`config.mk`:
```
export PLATFORM = sky130hd
export DESIGN_NAME = lcs_sequencer
export DESIGN_NICKNAME = d
export VERILOG_FILES = /design/src/design/lcs_pkg.sv /design/src/design/lcs_tmr_if.sv /design/src/design/lcs_sync.sv /design/src/design/lcs_timers.sv /design/src/design/lcs_sequencer.sv
export SDC_FILE = /design/constraint.sdc
export NUM_CORES = 1
export LEC_CHECK = 0
export ABC_CLOCK_PERIOD_IN_PS = 4700
export BUFFER_PORTS_ARGS = -buffer_cell sky130_fd_sc_hd__buf_2
export CORE_UTILIZATION = 55
export CTS_CLUSTER_DIAMETER = 120
export DETAILED_ROUTE_END_ITERATION = 7
export PLACE_DENSITY = 0.72
export SLEW_MARGIN = 15
export SYNTH_ARGS = -nofsm -noshare
export SYNTH_HDL_FRONTEND = slang
export SYNTH_SLANG_ARGS = --single-unit
```
`constraint.sdc`:
```
create_clock -name CLK -period 4.7 [get_ports CLK]
set_input_delay 0.705 -clock CLK [delete_from_list [all_inputs] [get_ports CLK]]
set_output_delay 0.705 -clock CLK [all_outputs]
set_load 0.005 [all_outputs]
```
`src/design/lcs_pkg.sv`:
```
// Constants and types shared by the charge sequencer
package lcs_pkg;
	localparam int unsigned CLK_HZ = 40_000_000;
	localparam logic [1:0] CUR_ZERO = 2'h0;
	localparam logic [1:0] CUR_TWENTIETH = 2'h1;
	localparam logic [1:0] CUR_TENTH = 2'h2;
	localparam logic [1:0] CUR_FULL = 2'h3;
	localparam int unsigned SYNC_STAGES = 2;
	// Bit positions in the comparator bundle
	localparam int unsigned CMP_N = 5;
	localparam int unsigned CMP_UV = 4;
	localparam int unsigned CMP_REG = 3;
	localparam int unsigned CMP_RECHG = 2;
	localparam int unsigned CMP_LOWCUR = 1;
	localparam int unsigned CMP_TEMP = 0;
	localparam int unsigned TMR_W = 40;
	localparam logic [TMR_W-1:0] TMR_ZERO = 40'h00_0000_0000;
	localparam logic [TMR_W-1:0] TMR_ONE = 40'h00_0000_0001;
	// Typical limits with 1 nF timing capacitors, in seconds
	localparam longint unsigned PREQ_S = 450;
	localparam longint unsigned FAST_S = 5400;
	localparam longint unsigned FULL_S = 5400;
	localparam longint unsigned TOPOFF_S = 2700;
	localparam longint unsigned PREQ_CYC = PREQ_S * CLK_HZ;
	localparam longint unsigned FAST_CYC = FAST_S * CLK_HZ;
	localparam longint unsigned FULL_CYC = FULL_S * CLK_HZ;
	localparam longint unsigned TOPOFF_CYC = TOPOFF_S * CLK_HZ;

	typedef enum logic [2:0] {
		ST_RESET = 3'h0,
		ST_PREQUAL = 3'h1,
		ST_FAST = 3'h2,
		ST_FULL = 3'h3,
		ST_TOPOFF = 3'h4,
		ST_DONE = 3'h5,
		ST_FAULT = 3'h6
	} lcs_state_type;
endpackage

```
`src/design/lcs_tmr_if.sv`:
```
// Timer control and expiry bundle between sequencer and timers
`timescale 1ns/1ps
`default_nettype none
interface lcs_tmr_if;
	logic clear;
	logic run1;
	logic run2;
	logic [lcs_pkg::TMR_W-1:0] limit1;
	logic exp1;
	logic exp2;
	modport seq (output clear, output run1, output run2, output limit1, input exp1, input exp2);
	modport tmr (input clear, input run1, input run2, input limit1, output exp1, output exp2);
endinterface
`default_nettype wire

```
`src/design/lcs_sync.sv`:
```
// Two-stage synchroniser for a bundle of comparator levels
`timescale 1ns/1ps
`default_nettype none
module lcs_sync #(
	parameter int unsigned W = 4
) (
	input wire logic clk,
	input wire logic rst,
	input wire logic [W-1:0] d,
	output logic [W-1:0] q
);
	logic [W-1:0] meta_r;
	logic [W-1:0] q_r;
	always_ff @(posedge clk) begin
		if (rst) begin
			meta_r <= '0;
			q_r <= '0;
		end else begin
			meta_r <= d;
			q_r <= meta_r;
		end
	end
	assign q = q_r;
endmodule // lcs_sync
`default_nettype wire

```
`src/design/lcs_timers.sv`:
```
// Two safety interval counters, one per timing capacitor
`timescale 1ns/1ps
`default_nettype none
module lcs_timers #(
	parameter longint unsigned FAST_CYC = lcs_pkg::FAST_CYC
) (
	input wire logic clk,
	input wire logic rst,
	lcs_tmr_if.tmr t
);
	localparam logic [lcs_pkg::TMR_W-1:0] FAST_LIM = lcs_pkg::TMR_W'(FAST_CYC);
	logic [lcs_pkg::TMR_W-1:0] cnt1_r;
	logic [lcs_pkg::TMR_W-1:0] cnt2_r;

	// No enable exists to switch these off; only clear and pause
	always_ff @(posedge clk) begin
		if (rst || t.clear) begin
			cnt1_r <= lcs_pkg::TMR_ZERO;
		end else if (t.run1 && cnt1_r < t.limit1) begin
			cnt1_r <= cnt1_r + lcs_pkg::TMR_ONE;
		end
	end

	always_ff @(posedge clk) begin
		if (rst || t.clear) begin
			cnt2_r <= lcs_pkg::TMR_ZERO;
		end else if (t.run2 && cnt2_r < FAST_LIM) begin
			cnt2_r <= cnt2_r + lcs_pkg::TMR_ONE;
		end
	end

	assign t.exp1 = (cnt1_r >= t.limit1);
	assign t.exp2 = (cnt2_r >= FAST_LIM);
endmodule // lcs_timers
`default_nettype wire

```
`src/design/lcs_sequencer.sv`:
```
// Lithium-ion charge algorithm state machine with safety timers
`timescale 1ns/1ps
`default_nettype none
// Function
// - Power-up or charge-disable release enters reset and zeroes all timers.
// - Reset always advances to prequalification.
// - Prequalification commands one twentieth of fast-charge current.
// - Leave prequal for fast only with voltage above threshold and temperature good.
// - Prequal timer expiry stops charging and pulls fault indicator low.
// - Prequal limit comes from the primary interval timer.
// - Bad temperature in prequal pauses charging and timer; both resume afterwards.
// - Fast charge pulls constant-current indicator low, charges at full current.
// - Reaching regulation voltage before fast timer expiry moves to full charge.
// - Fast timer expiry before voltage limit ends charging with fault.
// - Fast limit comes from the separate fast interval timer.
// - Bad temperature in fast charge pauses charging and timers.
// - Full charge pulls constant-voltage indicator low, regulates constant voltage.
// - Full charge goes to top-off on low current or full timer expiry.
// - Top-off charges at constant voltage until its timer expires, then done.
// - Done keeps charging off until recharge threshold, then back to reset.
// - Bad temperature in full or top-off pauses charging and timers.
// - Reset clears timers, zero current, all indicators high.
// - Fault leaves only by power cycle or charge disable low.
// - Safety timers are always active and cannot be disabled.
module lcs_sequencer #(
	parameter longint unsigned PREQ_CYC = lcs_pkg::PREQ_CYC,
	parameter longint unsigned FAST_CYC = lcs_pkg::FAST_CYC,
	parameter longint unsigned FULL_CYC = lcs_pkg::FULL_CYC,
	parameter longint unsigned TOPOFF_CYC = lcs_pkg::TOPOFF_CYC
) (
	// Clock and power-up reset
	input wire logic CLK,
	input wire logic RESET,
	// Charge disable, active low
	input wire logic CHARGE_DISABLE_INPUT_N,
	// Comparator results
	input wire logic BATT_ABOVE_UV,
	input wire logic BATT_AT_REG,
	input wire logic BATT_BELOW_RECHG,
	input wire logic CURRENT_BELOW_TENTH,
	input wire logic TEMP_IN_RANGE,
	// Charge current command
	output logic [1:0] CHARGE_CURRENT,
	output logic CONSTANT_VOLTAGE_MODE,
	// Open-drain indicators, enable high pulls the pin low
	output logic CONSTANT_CURRENT_INDICATOR_OE,
	output logic CONSTANT_VOLTAGE_INDICATOR_OE,
	output logic FAULT_INDICATOR_OE,
	output logic CONSTANT_CURRENT_INDICATOR_O,
	output logic CONSTANT_VOLTAGE_INDICATOR_O,
	output logic FAULT_INDICATOR_O,
	// State and pause status
	output logic [2:0] STATE,
	output logic TEMP_PAUSED
);
	localparam int unsigned NCMP = lcs_pkg::CMP_N;
	localparam logic [lcs_pkg::TMR_W-1:0] PREQ_LIM = lcs_pkg::TMR_W'(PREQ_CYC);
	localparam logic [lcs_pkg::TMR_W-1:0] FULL_LIM = lcs_pkg::TMR_W'(FULL_CYC);
	localparam logic [lcs_pkg::TMR_W-1:0] TOPOFF_LIM = lcs_pkg::TMR_W'(TOPOFF_CYC);

	lcs_pkg::lcs_state_type state_r;
	lcs_pkg::lcs_state_type state_nxt;

	// Comparator levels before and after synchronising
	logic [NCMP-1:0] cmp_raw;
	logic [NCMP-1:0] cmp_s;
	logic uv_ok;
	logic at_reg;
	logic rechg;
	logic low_cur;
	logic temp_ok;

	// Disable pin handling and shared hold conditions
	logic [1:0] en_sync_r;
	logic en_prev_r;
	logic enabled;
	logic restart;
	logic hold_rst;
	logic pause_nxt;

	// Registered outputs
	logic [1:0] cur_r;
	logic cv_r;
	logic cc_ind_r;
	logic cv_ind_r;
	logic fault_ind_r;
	logic paused_r;

	lcs_tmr_if tif ();

	// Phases in which bad temperature stops charging and timers
	function automatic logic active_phase(input lcs_pkg::lcs_state_type s);
		return (s == lcs_pkg::ST_PREQUAL) || (s == lcs_pkg::ST_FAST)
			|| (s == lcs_pkg::ST_FULL) || (s == lcs_pkg::ST_TOPOFF);
	endfunction

	always_comb begin
		cmp_raw = '0;
		cmp_raw[lcs_pkg::CMP_UV] = BATT_ABOVE_UV;
		cmp_raw[lcs_pkg::CMP_REG] = BATT_AT_REG;
		cmp_raw[lcs_pkg::CMP_RECHG] = BATT_BELOW_RECHG;
		cmp_raw[lcs_pkg::CMP_LOWCUR] = CURRENT_BELOW_TENTH;
		cmp_raw[lcs_pkg::CMP_TEMP] = TEMP_IN_RANGE;
	end
	lcs_sync #(.W(NCMP)) u_sync (
		.clk(CLK),
		.rst(RESET),
		.d(cmp_raw),
		.q(cmp_s)
	);
	assign uv_ok = cmp_s[lcs_pkg::CMP_UV];
	assign at_reg = cmp_s[lcs_pkg::CMP_REG];
	assign rechg = cmp_s[lcs_pkg::CMP_RECHG];
	assign low_cur = cmp_s[lcs_pkg::CMP_LOWCUR];
	assign temp_ok = cmp_s[lcs_pkg::CMP_TEMP];

	// Disable pin synchronised; reset value means disabled until seen high
	always_ff @(posedge CLK) begin
		if (RESET) begin
			en_sync_r <= 2'h0;
			en_prev_r <= 1'b0;
		end else begin
			en_sync_r <= {en_sync_r[0], CHARGE_DISABLE_INPUT_N};
			en_prev_r <= en_sync_r[1];
		end
	end

	assign enabled = en_sync_r[1];
	assign restart = enabled && !en_prev_r;
	// Power-up, disable low and the release cycle hold reset
	assign hold_rst = RESET || !enabled || restart;

	always_comb begin
		state_nxt = state_r;
		case (state_r)
			lcs_pkg::ST_RESET: begin
				state_nxt = lcs_pkg::ST_PREQUAL;
			end
			lcs_pkg::ST_PREQUAL: begin
				if (uv_ok && temp_ok) begin
					state_nxt = lcs_pkg::ST_FAST;
				end else if (tif.exp1) begin
					state_nxt = lcs_pkg::ST_FAULT;
				end
			end
			lcs_pkg::ST_FAST: begin
				if (temp_ok && at_reg) begin
					state_nxt = lcs_pkg::ST_FULL;
				end else if (tif.exp2) begin
					state_nxt = lcs_pkg::ST_FAULT;
				end
			end
			lcs_pkg::ST_FULL: begin
				if ((temp_ok && low_cur) || tif.exp1) begin
					state_nxt = lcs_pkg::ST_TOPOFF;
				end
			end
			lcs_pkg::ST_TOPOFF: begin
				if (tif.exp1) begin
					state_nxt = lcs_pkg::ST_DONE;
				end
			end
			lcs_pkg::ST_DONE: begin
				if (rechg) begin
					state_nxt = lcs_pkg::ST_RESET;
				end
			end
			lcs_pkg::ST_FAULT: begin
				state_nxt = lcs_pkg::ST_FAULT;
			end
			default: begin
				state_nxt = lcs_pkg::ST_RESET;
			end
		endcase
	end

	// Disable low or power-up reset holds reset, which are the only ways out of fault
	always_ff @(posedge CLK) begin
		if (hold_rst) begin
			state_r <= lcs_pkg::ST_RESET;
		end else begin
			state_r <= state_nxt;
		end
	end

	// Timers cleared in reset and on every phase change
	assign tif.clear = hold_rst || (state_r == lcs_pkg::ST_RESET) || (state_nxt != state_r);

	// One counter serves three phases, so it must clear between them
	// Primary timer limit per phase
	always_comb begin
		case (state_r)
			lcs_pkg::ST_PREQUAL: tif.limit1 = PREQ_LIM;
			lcs_pkg::ST_FULL: tif.limit1 = FULL_LIM;
			default: tif.limit1 = TOPOFF_LIM;
		endcase
	end
	assign tif.run1 = temp_ok && active_phase(state_r) && (state_r != lcs_pkg::ST_FAST);
	// Fast timer runs only in fast charge
	assign tif.run2 = temp_ok && (state_r == lcs_pkg::ST_FAST);

	lcs_timers #(.FAST_CYC(FAST_CYC)) u_tmr (
		.clk(CLK),
		.rst(RESET),
		.t(tif)
	);

	assign pause_nxt = !temp_ok && active_phase(state_nxt);

	// Current command, registered from next state
	always_ff @(posedge CLK) begin
		if (hold_rst || pause_nxt) begin
			cur_r <= lcs_pkg::CUR_ZERO;
		end else begin
			case (state_nxt)
				lcs_pkg::ST_PREQUAL: cur_r <= lcs_pkg::CUR_TWENTIETH;
				lcs_pkg::ST_FAST: cur_r <= lcs_pkg::CUR_FULL;
				// Limit stays up, voltage loop governs
				lcs_pkg::ST_FULL: cur_r <= lcs_pkg::CUR_FULL;
				lcs_pkg::ST_TOPOFF: cur_r <= lcs_pkg::CUR_TENTH;
				default: cur_r <= lcs_pkg::CUR_ZERO;
			endcase
		end
	end

	// Constant voltage in full charge and top-off
	always_ff @(posedge CLK) begin
		if (hold_rst || pause_nxt) begin
			cv_r <= 1'b0;
		end else begin
			cv_r <= (state_nxt == lcs_pkg::ST_FULL) || (state_nxt == lcs_pkg::ST_TOPOFF);
		end
	end

	// Pause flag moves with the current command
	always_ff @(posedge CLK) begin
		if (hold_rst) begin
			paused_r <= 1'b0;
		end else begin
			paused_r <= pause_nxt;
		end
	end

	// Indicators keep their value through a pause, so they follow state only
	// Constant-current indicator
	always_ff @(posedge CLK) begin
		if (hold_rst) begin
			cc_ind_r <= 1'b0;
		end else begin
			cc_ind_r <= (state_nxt == lcs_pkg::ST_FAST);
		end
	end

	always_ff @(posedge CLK) begin
		if (hold_rst) begin
			cv_ind_r <= 1'b0;
		end else begin
			cv_ind_r <= (state_nxt == lcs_pkg::ST_FULL);
		end
	end

	always_ff @(posedge CLK) begin
		if (hold_rst) begin
			fault_ind_r <= 1'b0;
		end else begin
			fault_ind_r <= (state_nxt == lcs_pkg::ST_FAULT);
		end
	end

	assign CHARGE_CURRENT = cur_r;
	assign CONSTANT_VOLTAGE_MODE = cv_r;
	assign CONSTANT_CURRENT_INDICATOR_OE = cc_ind_r;
	assign CONSTANT_VOLTAGE_INDICATOR_OE = cv_ind_r;
	assign FAULT_INDICATOR_OE = fault_ind_r;
	assign CONSTANT_CURRENT_INDICATOR_O = 1'b0;
	assign CONSTANT_VOLTAGE_INDICATOR_O = 1'b0;
	assign FAULT_INDICATOR_O = 1'b0;
	assign STATE = state_r;
	assign TEMP_PAUSED = paused_r;
endmodule // lcs_sequencer
`default_nettype wire

```
### After elaboration in Yosys (flattened, before gate mapping)

Index checks and enable logic that the tools add are counted.

| storage, ports and cells | value |
|---|---|
| input port bits | 8 |
| flip-flop bits (word level) | 103 |

| operators by class | value |
|---|---|
| equal/unequal tests | 13 |
| reduce and logical (&&, ||, !) cells | 29 |
| add/sub/neg operators | 2 |
| order comparisons | 4 |
| muxes and demuxes | 10 |

Operators by type and width:

| operator | number |
|---|---|
| adder 40 x 1 -> 40 bit, second input constant | 2 |
| case mux 38 bit (2 select lines) | 1 |
| greater-or-equal comparator 40 x 38 -> 1 bit | 1 |
| greater-or-equal comparator 40 x 38 -> 1 bit, second input constant | 1 |
| < comparator 40 x 38 -> 1 bit | 1 |
| < comparator 40 x 38 -> 1 bit, second input constant | 1 |
| 2-to-1 mux 3 bit | 7 |
| case mux 3 bit (7 select lines) | 1 |
| equality test 3 bit, second input constant | 5 |
| logical OR 1 bit | 14 |
| equality test 3 x 2 -> 1 bit, second input constant | 4 |
| logical AND 1 bit | 10 |
| equality test 3 x 1 -> 1 bit, second input constant | 2 |
| case mux 2 bit (3 select lines) | 1 |
| logical NOT 1 bit | 3 |
| logical NOT 3 bit | 1 |
| inequality test 3 x 2 -> 1 bit, second input constant | 1 |
| inequality test 3 bit | 1 |
| OR reduction 2 bit | 1 |

### Depth between registers and ports, before layout

| depth | value |
|---|---|
| word-level depth | 12 |
| depth in mapped cells | 14 |

### Hierarchy

A second synthesis with hierarchy kept.

| second synthesis, totals | value |
|---|---|
| cells, all modules | 806 |
| area total of the unflattened synthesis | 6471.2 µm² |

By module, submodules not included:

| module | times used | cells an instance | area each (µm²) | sequential area each (µm²) |
|---|---|---|---|---|
| lcs_timers | 1 | 702 | 5509.0 | 1601.5 |
| lcs_sequencer | 1 | 84 | 699.4 | 260.2 |
| lcs_sync | 1 | 20 | 262.8 | 200.2 |

### Worst setup path before layout

No wires, ideal clock.

| timing | value |
|---|---|
| path kind | flip-flop to flip-flop |
| from | reg state_r[0], in the netlist STATE[0] |
| to | reg u_tmr.cnt1_r[33] (netlist bit) |
| slack | 621 ps |
| library setup time | 70 ps |
| cell stages (with the launch flop) | 14 |
| path buffers | 1 |
| data required time | 4630 ps |
| arrival time | 4009 ps |
| cells stage by stage | dfxtp_1 > nor2b_1 > and2_1 > inv_1 > ha_1 > and3_1 > a221o_1 > a2111oi_2 > nand4_4 > a2111oi_4 > nand3_2 > buf_2 > or3_1 > a21oi_1 |

| between the ends | value |
|---|---|
| longest elaborated chain between the ends | 9 |
| elaborated cells on any way between the ends | 30 |
| those cells by class | order compare: 2; eq/ne: 8; mux: 9; reduce/logical: 11 |

RTL lines:

| element | line | source |
|---|---|---|
| start, declared | lcs_sequencer.sv:61 | `lcs_pkg::lcs_state_type state_r;` |
| start signal, assigned | lcs_sequencer.sv:180 | `state_r <= lcs_pkg::ST_RESET;` |
| start signal, assigned | lcs_sequencer.sv:182 | `state_r <= state_nxt;` |
| equality test 3 x 2 -> 1 bit / equality test 3 x 1 -> 1 bit (equally long branches) | - |  |
| case mux 38 bit (2 select lines) | lcs_sequencer.sv:192 | `case (state_r)` |
| greater-or-equal comparator 40 x 38 -> 1 bit | lcs_timers.sv:32 | `assign t.exp1 = (cnt1_r >= t.limit1);` |
| 2-to-1 mux 3 bit / logical OR 1 bit (equally long branches) | lcs_sequencer.sv:142, lcs_sequencer.sv:154 |  |
| 2-to-1 mux 3 bit, on equally long branches | lcs_sequencer.sv:140, lcs_sequencer.sv:154 |  |
| case mux 3 bit (7 select lines) | lcs_sequencer.sv:135 | `case (state_r)` |
| inequality test 3 bit | lcs_sequencer.sv:187 | `assign tif.clear = hold_rst \|\| (state_r == lcs_pkg::ST_RESET) \|\| (state_nxt != state_r);` |
| logical OR 1 bit | lcs_sequencer.sv:187 |  |
| logical OR 1 bit | lcs_timers.sv:17 | `if (rst \|\| t.clear) begin` |
| end signal, assigned | lcs_timers.sv:18 | `cnt1_r <= lcs_pkg::TMR_ZERO;` |
| end signal, assigned | lcs_timers.sv:20 | `cnt1_r <= cnt1_r + lcs_pkg::TMR_ONE;` |
| end, declared | lcs_timers.sv:12 | `logic [lcs_pkg::TMR_W-1:0] cnt1_r;` |

Several ways; a longest one is shown, not always the timed one.
A chain may end at the register's enable or synchronous reset.

### Final worst setup path

| timing | value |
|---|---|
| from | reg state_r[0], in the netlist STATE[0] |
| to | reg u_tmr.cnt2_r[12] (netlist bit) |

| between the ends | value |
|---|---|
| longest elaborated chain between the ends | 9 |
| elaborated cells on any way between the ends | 24 |
| those cells by class | order compare: 1; eq/ne: 7; mux: 9; reduce/logical: 7 |

RTL lines:

| element | line | source |
|---|---|---|
| equality test 3 x 2 -> 1 bit / equality test 3 x 1 -> 1 bit (equally long branches) | lcs_sequencer.sv:135, lcs_sequencer.sv:192 |  |
| case mux 38 bit (2 select lines) | lcs_sequencer.sv:192 |  |
| greater-or-equal comparator 40 x 38 -> 1 bit | lcs_timers.sv:32 |  |
| 2-to-1 mux 3 bit / logical OR 1 bit (equally long branches) | lcs_sequencer.sv:142, lcs_sequencer.sv:154 |  |
| 2-to-1 mux 3 bit, on equally long branches | lcs_sequencer.sv:140, lcs_sequencer.sv:154 |  |
| case mux 3 bit (7 select lines) | lcs_sequencer.sv:135 |  |
| inequality test 3 bit | lcs_sequencer.sv:187 |  |
| logical OR 1 bit | lcs_sequencer.sv:187 |  |
| logical OR 1 bit | lcs_timers.sv:25 | `if (rst \|\| t.clear) begin` |
| end signal, assigned | lcs_timers.sv:26 | `cnt2_r <= lcs_pkg::TMR_ZERO;` |
| end signal, assigned | lcs_timers.sv:28 | `cnt2_r <= cnt2_r + lcs_pkg::TMR_ONE;` |
| end, declared | lcs_timers.sv:13 | `logic [lcs_pkg::TMR_W-1:0] cnt2_r;` |

Several ways; a longest one is shown, not always the timed one.

==> flow_summary_export.csv <==
group,metric,value,unit
yosys,syn_inst,590,
global_routing,antenna_found_initial,0,
floorplanning,die_y,98.20,microns
global_routing,grt_pass1_vias,3755,
floorplanning,dieWidth,98.20,microns
yosys,yosysWarnings,0,
timing,fin_skew,13.97,ps
yosys,synth_area,0.005090,sq mm
yosys,synth_ff_type,"dfxtp_1",
route,drt_first_iter_violations,145,
route,viasPerCell,5.441,
worst_setup_path,cp_max_fo,53,
finish,syn_to_final_growth,7.817,%
worst_setup_path,required,5000,ps
finish,antennaDiodeCount,0,
route,dr_total_vias,3923,
worst_setup_path,crit_path_start_kind,"flop",
timing,hold_violations,0,
finish,final_cell_mix,"nor2_1 (104), dfxtp_1 (103), xnor2_1 (42), nand2_1 (41), ha_1 (26)",
floorplanning,io_pins,21,
finish,finish.net_count,642,
clock_network,hold_buffers,0,
timing,setup-tns-final,0,ps
clock_network,cts_buffers,9,
timing,min_period,4266,ps
clock_network,clock_path_buffers,2,
clock_network,cts_tree,"built",
timing,fin_ws,433.8,ps
route,avgRoutedWirePerCell,13.85,microns
clock_network,ctsHtreeMaxLevel,3,
finish,drive_gt1_share,8.320,%
yosys,ys_top_cells_by_area,"dfxtp_1 (41%), nor2_1 (7.7%), xnor2_1 (7.2%)",
yosys,syn_area_per_cell,8.627,sq um
timing,setup_viol,0,
yosys,ys_types,57,
global_routing,grt_usage,22.40,%
global_routing,grt_start_max_net_pins,54,
route,drt_first_pass_iters,6,
clock_network,cts.repair.resized,0,
route,drc,0,
yosys,netlist.area_leader.share,40.51,%
clock_network,postCtsSetupBuffers,0,
floorplanning,num_rows,34,
floorplanning,dieArea,0.009643,sq mm
place,place_congestion,0.8398,
yosys,synth_seq_cells,103,
power_and_ir_drop,leakage,1.851,nW
global_routing,grt_pass1_wl,17510,microns
route,final_antenna_net_count,0,
clock_network,clockRootBuffer,"clkbuf_8",
yosys,synth_edf_count,0,
place,placed_cell_area,0.005284,sq mm
outcome,status,"finished, final reports clean",
finish,fillers,789,
timing,max_freq,234.4,MHz
worst_setup_path,critPathKind,"flop to flop",
yosys,seq_area_frac_synth,40.51,%
power_and_ir_drop,power_density,265.4,mW/mm^2
timing,slew_headroom,49.02,%
worst_setup_path,end_kind,"flop",
hold_path,hold_depth,2,
clock_network,cts.sinks,103,
floorplanning,core_area,0.008848,sq mm
finish,final_common_cell,"nor2_1",
floorplanning,initial_core_util,57.52,%
worst_setup_path,critPathArrivalTime,4560,ps
timing,fin_crit_sh,90.77,%
place,port_buffers,17,
finish,finalInstanceArea,0.005488,sq mm
run,max_cap_violations,0,
hold_path,hold_class,"flop to flop",
place,dp.final_hpwl,7121,microns
timing,rsz0062_at_grt,"false",
worst_setup_path,r2r_cells,13,
timing,worst_pin_slew,745.4,ps
timing,slew_violations,0,
yosys,synth_top_area_cell,"dfxtp_1",
clock_network,clk_latency,370,ps
clock_network,clk_pin_slew_worst_paths,100,ps
global_routing,grt-ovfl-total,0,
route,routed_wl,9984,microns
place,pre_cts_ws,450.6,ps
power_and_ir_drop,ir_worst_vdd,0.1910,mV
yosys,async_flop_share,0,%
Yosys cell counts (9+ instances only):
cell     number
ha_1         26
and3_1       13
a21oi_1      20
or3_1         9
inv_1        24
and4_1        9
nand3_1      23
nor2b_1      20
nor2_1      104
dfxtp_1     103
xor2_1       25
xnor2_1      42
nand4_1      18
o21ai_0      14
nor3_1       14
buf_2        11
nand2_1      41
state kept, by name, indices dropped and copies added (netlist names):
name / cells
u_tmr.cnt2_r: 40
CHARGE_CURRENT: 2
u_sync.q: 5
CONSTANT_VOLTAGE_MODE: 1
u_tmr.cnt1_r: 40
u_sync.meta_r: 5
CONSTANT_CURRENT_INDICATOR_OE: 1
CONSTANT_VOLTAGE_INDICATOR_OE: 1
TEMP_PAUSED: 1
en_sync_r: 2
STATE: 3
en_prev_r: 1
FAULT_INDICATOR_OE: 1
through the flow:
| stage | instances | hold WS (ps) | utilization [%] | power [mW] |
|---|---|---|---|---|
| global placement | 705 | 415.2 | 59.71 | 0.9088 |
| finish | 721 | 433.7 | 62.02 | 1.457 |
| detailed placement | 705 | 419.6 | 59.71 | 0.9090 |
| global route | 721 | 463.2 | 62.02 | 1.505 |
| floorplan | 592 | 408.4 | - | 0.9065 |
| CTS | 721 | 435.9 | 62.02 | 1.472 |
where the power goes:
group / internal [mW] / switching [mW] / total (mW)
clock: 0.256 / 0.312 / 0.568
sequential: 0.877 / 0.00211 / 0.879
combinational: 0.00509 / 0.00423 / 0.00932
cells by family (layout without fill, tap and decap cells):
family	count (synthesis)	in the layout	share of synthesized area, %
simple gates	280	280	27.68
flops	103	103	40.51
compound gates	67	67	9.538
xor+xnor	67	67	11.53
buf+inv	43	64	3.687
fa+ha+maj	27	27	6.588
mux	2	2	0.3933
other cells	1	3	0.07368
worst max-delay path, stage by stage (launching register included):
cell and delay, ps:
dfxtp_1 470, nor2b_1 190, and2_1 180, inv_1 180, ha_1 340, and3_1 190
a221o_1 310, a2111oi_2 450, nand4_4 250, a211oi_1 330, o21ai_1 230, a221o_2 650
buf_12 290, nor2_1 130
per-layer routing:
layer	track usage (%)	part of all wire, %
met1	30.78	51
met5	0	0
met2	35.48	45
met3	4.080	2.7
met4	7.692	1.6
layout make-up:
class	instances	area, sq um	area share [%]
clock inverter	6	76.32	1.391
sequential	103	2062	37.57
multi-input combinational	446	2849	51.92
timing repair buffer	23	142.6	2.599
clock buffer	10	127.6	2.326
tap	108	135.1	2.462
inverter	25	95.09	1.733
final timing paths:
path	startpoint	end	slack (ps)
worst min-delay path	u_tmr.cnt2_r[39]	u_tmr.cnt2_r[39]	430
worst max-delay path	STATE[0]	u_tmr.cnt2_r[12]	430
worst max register to register	STATE[0]	u_tmr.cnt2_r[12]	430
worst min register to register	u_tmr.cnt2_r[39]	u_tmr.cnt2_r[39]	430
No activity file was read; power rests on OpenSTA's default activity.
